**src/core/spie_consts.vh**
```
`ifndef SPIE_CONSTS_VH
`define SPIE_CONSTS_VH
// serial clock baud divisor width and the value that triggers the glitch
`define SPIE_BAUD_W 8
`define SPIE_BAUD_ONE 8'h01
`define SPIE_BAUD_RST 8'h02
// number of chip selects
`define SPIE_NCS 4
// data word width
`define SPIE_DATA_W 8
// config field positions in the per-select packed vector
`define SPIE_CFG_BAUD_LSB 0
`define SPIE_CFG_POL_BIT 8
`define SPIE_CFG_NPHA_BIT 9
`define SPIE_CFG_HOLD_BIT 10
`define SPIE_CFG_W 11
`endif

```
**src/core/spie_clkgen.v**
```verilog
`include "spie_consts.vh"
// baud divisor tick generator for the serial clock
module spie_clkgen #(
  parameter BW = `SPIE_BAUD_W
) (
  input wire clk_sys_i, // system clock
  input wire reset_i, // sync reset
  input wire run_i, // count while high
  input wire [BW-1:0] div_i, // baud divisor
  output reg tick_o // one-cycle half-period tick
);
  reg [BW-1:0] cnt_q; // half period counter

  // count up towards the divisor, tick and clear when the next count reaches it
  always @(posedge clk_sys_i)
  begin
    if (reset_i || !run_i)
    begin
      cnt_q <= {BW{1'b0}};
      tick_o <= 1'b0;
    end
    else if (cnt_q + {{(BW-1){1'b0}}, 1'b1} >= div_i)
    begin
      cnt_q <= {BW{1'b0}};
      tick_o <= 1'b1;
    end
    else
    begin
      cnt_q <= cnt_q + {{(BW-1){1'b0}}, 1'b1};
      tick_o <= 1'b0;
    end
  end
endmodule // spie_clkgen

```
**src/core/spie_core.v**
```verilog
`include "spie_consts.vh"
module spie_core #(
  parameter NCS = `SPIE_NCS,
  parameter DW = `SPIE_DATA_W,
  parameter CW = `SPIE_CFG_W
) (
  input wire clk_sys_i, // system clock
  input wire reset_i, // sync reset, active high
  input wire enable_cmd_i, // enable pulse
  input wire disable_cmd_i, // disable pulse
  input wire soft_reset_bit_i, // soft reset pulse
  input wire master_mode_i, // 1 master, 0 slave
  input wire mode_fault_detect_disable_i, // 1 disables fault detect
  input wire [1:0] cs_sel_i, // active chip select
  input wire [NCS*CW-1:0] chip_select_config_i, // per-select config
  input wire [DW-1:0] wdata_i, // transmit word
  input wire wr_i, // write to holding register
  input wire sclk_pin_i, // serial clock pin (slave)
  input wire mosi_pin_i, // data in (slave)
  input wire miso_pin_i, // data in (master)
  input wire cs_n_pin_i, // select in (slave), low active
  output reg sclk_o, // serial clock out
  output reg sclk_oe_o, // serial clock drive enable
  output reg mosi_o, // data out (master)
  output reg miso_o, // data out (slave)
  output reg [NCS-1:0] cs_n_o, // selects out, low active
  output reg enabled_o, // block enabled status
  output reg transmit_empty_flag_o, // holding register empty
  output reg rx_full_o, // receive word ready
  output reg [DW-1:0] rdata_o // received word
);
  localparam ST_IDLE = 2'h0; // waiting
  localparam ST_SHIFT = 2'h1; // clocking bits
  localparam ST_DONE = 2'h2; // word finished
  localparam [3:0] BITS = DW[3:0]; // bits per word, cut to counter width

  // extract one select's config field
  function [CW-1:0] cfg_of;
    input [NCS*CW-1:0] v;
    input integer i;
    begin
      cfg_of = v[i*CW +: CW];
    end
  endfunction

  // synchronised pins
  reg [1:0] sclk_s_q, mosi_s_q, miso_s_q, csn_s_q;
  reg sclk_d1_q; // previous synced clock
  reg csn_d1_q; // previous synced select
  reg en_q; // enable state
  reg [DW-1:0] hold_q; // transmit holding register
  reg [DW-1:0] sh_q; // shift register
  reg [3:0] bitc_q; // bit counter
  reg [1:0] st_q; // master state
  reg phase_q; // half period phase
  reg extra_q; // pending extra pulse
  reg [1:0] last_cs_q; // select of previous word
  wire [CW-1:0] cfg = cfg_of(chip_select_config_i, cs_sel_i);
  wire [`SPIE_BAUD_W-1:0] baud = cfg[`SPIE_CFG_BAUD_LSB +: `SPIE_BAUD_W];
  wire pol = cfg[`SPIE_CFG_POL_BIT];
  wire npha = cfg[`SPIE_CFG_NPHA_BIT];
  wire tick;
  wire srst = reset_i || soft_reset_bit_i;

  // any select with divisor one, any with other
  reg any_one, any_other;
  integer k;
  always @*
  begin
    any_one = 1'b0;
    any_other = 1'b0;
    for (k = 0; k < NCS; k = k + 1)
    begin
      if (chip_select_config_i[k*CW +: `SPIE_BAUD_W] == `SPIE_BAUD_ONE)
        any_one = 1'b1;
      else
        any_other = 1'b1;
    end
  end

  // glitch condition on select change
  wire glitch = any_one && any_other && pol && !npha;
  // hang: select 0 held with fault detect on
  wire hang = chip_select_config_i[`SPIE_CFG_HOLD_BIT] &&
    !mode_fault_detect_disable_i;

  spie_clkgen #(.BW(`SPIE_BAUD_W)) u_clk (
    .clk_sys_i(clk_sys_i),
    .reset_i(srst),
    .run_i(st_q == ST_SHIFT),
    .div_i(baud),
    .tick_o(tick)
  );

  // two-flop pin synchronisers
  always @(posedge clk_sys_i)
  begin
    sclk_s_q <= {sclk_s_q[0], sclk_pin_i};
    mosi_s_q <= {mosi_s_q[0], mosi_pin_i};
    miso_s_q <= {miso_s_q[0], miso_pin_i};
    csn_s_q <= {csn_s_q[0], cs_n_pin_i};
    sclk_d1_q <= sclk_s_q[1];
    csn_d1_q <= csn_s_q[1];
  end

  // enable state
  always @(posedge clk_sys_i)
  begin
    if (srst)
      en_q <= 1'b0;
    else if (enable_cmd_i)
      en_q <= 1'b1;
    else if (disable_cmd_i && master_mode_i)
      en_q <= 1'b0;
  end

  // master may start a word
  wire m_start = en_q && master_mode_i && st_q == ST_IDLE &&
    !transmit_empty_flag_o && !hang;
  // slave loads at select fall, seen only through the synchroniser
  wire s_start = en_q && !master_mode_i && !transmit_empty_flag_o &&
    csn_d1_q && !csn_s_q[1];
  wire load = m_start;

  // holding register and empty flag
  always @(posedge clk_sys_i)
  begin
    if (srst)
    begin
      hold_q <= {DW{1'b0}};
      transmit_empty_flag_o <= 1'b1;
    end
    else
    begin
      // load into shifter sets the flag, write clears it
      if (wr_i && en_q)
      begin
        hold_q <= wdata_i;
        transmit_empty_flag_o <= 1'b0;
      end
      // writes while disabled vanish, flag stays as it was
      if (load)
        transmit_empty_flag_o <= 1'b1;
    end
  end

  // master shift engine
  always @(posedge clk_sys_i)
  begin
    if (srst)
    begin
      st_q <= ST_IDLE;
      sh_q <= {DW{1'b0}};
      bitc_q <= 4'h0;
      phase_q <= 1'b0;
      extra_q <= 1'b0;
      last_cs_q <= 2'h0;
      sclk_o <= 1'b0;
      sclk_oe_o <= 1'b0;
      mosi_o <= 1'b0;
      cs_n_o <= {NCS{1'b1}};
      rx_full_o <= 1'b0;
      rdata_o <= {DW{1'b0}};
    end
    else
    begin
      sclk_oe_o <= en_q && master_mode_i;
      case (st_q)
        ST_IDLE:
        begin
          sclk_o <= pol;
          if (m_start)
          begin
            sh_q <= hold_q;
            bitc_q <= 4'h0;
            phase_q <= 1'b0;
            mosi_o <= hold_q[DW-1];
            cs_n_o <= ~({{(NCS-1){1'b0}}, 1'b1} << cs_sel_i);
            extra_q <= glitch && (cs_sel_i != last_cs_q);
            last_cs_q <= cs_sel_i;
            st_q <= ST_SHIFT;
          end
        end
        ST_SHIFT:
        begin
          if (tick)
          begin
            if (extra_q)
            begin
              sclk_o <= ~sclk_o; // spurious pulse edge
              if (sclk_o != pol)
                extra_q <= 1'b0;
            end
            else
            begin
              sclk_o <= ~sclk_o;
              phase_q <= ~phase_q;
              if (phase_q == npha)
                sh_q <= {sh_q[DW-2:0], miso_s_q[1]};
              else
                mosi_o <= sh_q[DW-1];
              if (phase_q)
              begin
                bitc_q <= bitc_q + 4'h1;
                if (bitc_q == BITS - 4'h1)
                  st_q <= ST_DONE;
              end
            end
          end
        end
        ST_DONE:
        begin
          sclk_o <= pol;
          rdata_o <= sh_q;
          rx_full_o <= 1'b1;
          if (!chip_select_config_i[cs_sel_i*CW + `SPIE_CFG_HOLD_BIT])
            cs_n_o <= {NCS{1'b1}};
          st_q <= ST_IDLE;
        end
        default:
          st_q <= ST_IDLE;
      endcase
      // slave side runs while enabled, even after disable
      if (!master_mode_i && en_q && !csn_s_q[1] && sclk_s_q[1] && !sclk_d1_q)
        rdata_o <= {rdata_o[DW-2:0], mosi_s_q[1]};
    end
  end

  // slave transmit data and status
  always @(posedge clk_sys_i)
  begin
    if (srst)
    begin
      miso_o <= 1'b0;
      enabled_o <= 1'b0;
    end
    else
    begin
      enabled_o <= en_q;
      if (s_start)
        miso_o <= hold_q[DW-1];
    end
  end
endmodule // spie_core

```
**config.mk**
```make
export PLATFORM = sky130hd
export DESIGN_NAME = spie_core
export DESIGN_NICKNAME = d
export VERILOG_FILES = /design/src/core/spie_clkgen.v /design/src/core/spie_core.v
export VERILOG_INCLUDE_DIRS = /design/src /design/src/core
export SDC_FILE = /design/constraint.sdc
export NUM_CORES = 1
export LEC_CHECK = 0
export BUFFER_PORTS_ARGS = -buffer_cell sky130_fd_sc_hd__buf_2
export CELL_PAD_IN_SITES_DETAIL_PLACEMENT = 1
export CELL_PAD_IN_SITES_GLOBAL_PLACEMENT = 2
export CORE_ASPECT_RATIO = 0.7
export CORE_MARGIN = 2
export CORE_UTILIZATION = 33
export CTS_BUF_LIST = sky130_fd_sc_hd__clkbuf_8
export DETAILED_ROUTE_END_ITERATION = 10
export PLACE_DENSITY = 0.8
export REMOVE_ABC_BUFFERS = 1
export SLEW_MARGIN = 20
export SYNTH_ARGS = -nofsm -noshare
export SYNTH_HDL_FRONTEND = slang
export SYNTH_SLANG_ARGS = --single-unit
export TNS_END_PERCENT = 1
```
**constraint.sdc**
```tcl
create_clock -name clk_sys_i -period 3.2 [get_ports clk_sys_i]
set_input_delay 0.16 -clock clk_sys_i [delete_from_list [all_inputs] [get_ports clk_sys_i]]
set_output_delay 0.16 -clock clk_sys_i [all_outputs]
set_load 0.02 [all_outputs]
```
==> impl_metrics.ini <==
[cts]
cts_max_path_buffers = 2
insertion_delay_ns = 0.34
clk_pin_slew_ns = 0.07
cts_root_buffer = clkbuf_8
cts-resized-gates = 0
cts_sinks = 65
post_cts_buffers = 0
cts_tree = done
cts_made_buffers = 9
htreeDepth = 3
cts_hold_buf = 4

[global_routing]
grt_overflow = 0
antenna_found_initial = 0
grt_pass1_wl_um = 15100
track_usage_pct = 18.09
grt_pass1_vias = 2966
grt_max_degree = 39

[placed_design]
io_buffers = 84
gp_congestion = 0.8214
dp_hpwl_um = 6996

[critical_path]
crit_path_start = u_clk.cnt_q[0]$_SDFF_PP0_
timing.rr.start = u_clk.cnt_q[0]$_SDFF_PP0_
worstPathArrival_ns = 2.64
required_ns = 3.41
crit_type = register to register
start_kind = register
endpoint_kind = register
cp_max_fo = 5

[worst_hold_path]
min-delay-start = enable_cmd_i
worstHoldPathType = primary input to register

[synthesis]
avgSynthCellArea_um2 = 9.423
synthCells = 354
synth_warnings = 0
synth-async-reset-ratio_pct = 0
ys_types = 46
synth.largest_area_cell = dfxtp_1
netlist_area_mm2 = 0.003336
ys.flop_type = dfxtp_1
ys_seq_elements = 65
synth_edf_count = 0
synthTopCellsByArea = dfxtp_1 39%, mux4_2 8.8%, ha_1 5.6%, mux2i_1 5.4%, a21oi_1 4.2%
yosysTopAreaCellShare_pct = 39.01
ys_seq_area_share_pct = 39.01

[timing]
maxSlewHeadroom_pct = 42.34
skew_ns = 0.004536
slew_viol_final = 0
tightest_slew_ns = 0.8636
fin_crit_sh_pct = 75.95
min_period_ns = 2.430
finalSetupViolCount = 0
finalHoldViolCount = 0
fmaxAchievable_mhz = 411.5
rsz0062_at_grt = false
fin_setup_tns_ns = 0

[status]
status = complete, no violations

[detailed_routing]
via_count = 2893
drt_iter0_drc = 112
antenna_left = 0
viasPerCell = 5.058
wl_per_cell_um = 15.86
routed_wl_um = 9071
dr.pass1.iters = 4
drc = 0

[floorplanning]
core.rowCount = 30
core_mm2 = 0.009759
io_pins = 85
dieArea_mm2 = 0.01094
die_w_um = 124.2
initial_core_util_pct = 34.18
die_y_um = 88.12

[finish]
multiInputGateArea_mm2 = 0.001906
synthToLayoutAreaGrowth_pct = 22.32
layout_common_cells = 84 x buf_2, 65 x dfxtp_1, 37 x nor2_1
num_antenna_cells = 0
nets = 520
fillerInstances = 1191
seq_area_mm2 = 0.001301
final_common_cell = buf_2
drive_above_1_share_pct = 28.60

[power]
max-vdd-ir-drop_uv = 181.2
p_per_area_mw_per_mm2 = 398.0
leakage_uw = 0.001699
p_total_uw = 1624

[flow_run]
maxCapViolations = 0
## state kept, by name, summed over array words and instances (netlist names), 2 cells and up
name / flops
mosi_s_q: 2
miso_s_q: 2
last_cs_q: 2
sclk_s_q: 2
st_q: 2
csn_s_q: 2
rdata_o: 8
cs_n_o: 4
u_clk.cnt_q: 8
hold_q: 8
sh_q: 8
bitc_q: 4
## path summary, 6_finish.rpt
path	depth (start not counted)	slack [ns]	to
worst max register to register	9	0.77	u_clk.cnt_q[0]$_SDFF_PP0_
worst min-delay path	3	0.03	en_q$_SDFFE_PP0P_
worst max-delay path	9	0.77	u_clk.cnt_q[0]$_SDFF_PP0_
worst min register to register	0	0.33	sclk_s_q[1]$_DFF_P_
## final cells by class
cell class              count  share of cell area (%)
clock buffers              11                   3.711
clock inverters             5                  0.7360
inverters                  11                   1.012
multi-input cells         260                   46.70
flip-flops and latches     65                   31.89
well taps                 128                   3.925
repair buffers             92                   12.02
## worst max-delay path, stage by stage, from the launching register on
cell,delay (ns)
dfxtp_1,0.44
ha_1,0.22
nand3_1,0.13
xnor2_1,0.29
ha_1,0.31
a21oi_1,0.14
nor2b_1,0.06
o21ai_0,0.16
o211ai_1,0.14
a2111oi_0,0.42
## layer usage
| metal | GRT usage [%] | share of wire, % | wire [um] | vias to the layer above |
|---|---|---|---|---|
| met5 | 0 | 0 | 0 | - |
| met4 | 4.699 | 1.1 | 96 | 0 |
| met3 | 5.208 | 4.3 | 388 | 9 |
| met2 | 26.92 | 44 | 3961 | 48 |
| met1 | 25.72 | 51 | 4624 | 1386 |
| li1 | - | - | - | 1450 |
## synthesized netlist by cell type (3+ instances only)
| cell | instances |
|---|---|
| xnor2_1 | 8 |
| ha_1 | 15 |
| o211ai_1 | 3 |
| nor2_1 | 37 |
| nor2b_1 | 3 |
| clkbuf_1 | 8 |
| a22oi_1 | 3 |
| xor2_1 | 5 |
| buf_1 | 4 |
| mux2i_1 | 18 |
| nand3_1 | 16 |
| dfxtp_1 | 65 |
| o21ai_0 | 6 |
| a21oi_1 | 28 |
| mux4_2 | 13 |
| a211oi_2 | 4 |
| and2_1 | 3 |
| and3_1 | 4 |
| buf_2 | 4 |
| nor4_1 | 6 |
| nand3b_1 | 3 |
| inv_1 | 11 |
| nor4b_1 | 4 |
| nand2b_1 | 4 |
| nand2_1 | 36 |
| a211oi_1 | 15 |
## through the flow
stage	utilization [%]	hold WS (ns)	cells	instance area (um^2)	worst slack (ns)
2_1_floorplan	-	0.1877	336	3248	0.7200
6_report	41.81	0.02741	572	4080	0.7696
3_3_place_gp	39.54	0.2631	552	3859	0.7224
4_1_cts	41.81	0.003389	572	4080	0.7662
3_5_place_dp	39.54	0.2649	552	3859	0.6118
5_1_grt	41.81	0.02388	572	4080	0.5891
## kinds of logic (layout without fill, tap and decap cells)
| family | after synthesis | after routing | share of synthesized area (%) |
|---|---|---|---|
| buf+inv | 29 | 119 | 3.863 |
| fa+ha+maj | 15 | 15 | 5.626 |
| flops | 65 | 65 | 39.01 |
| mux | 31 | 31 | 14.18 |
| xor+xnor | 13 | 13 | 3.413 |
| compound gates | 67 | 67 | 13.73 |
| simple gates | 134 | 134 | 20.18 |
## power by group
group / leakage (uW) / switching, uW / internal (uW)
Sequential: 0.000528 / 6.23 / 818
Clock: 0.0000911 / 315 / 319
Combinational: 0.00108 / 82.8 / 82.6
Power figures use the tool's default switching activity.
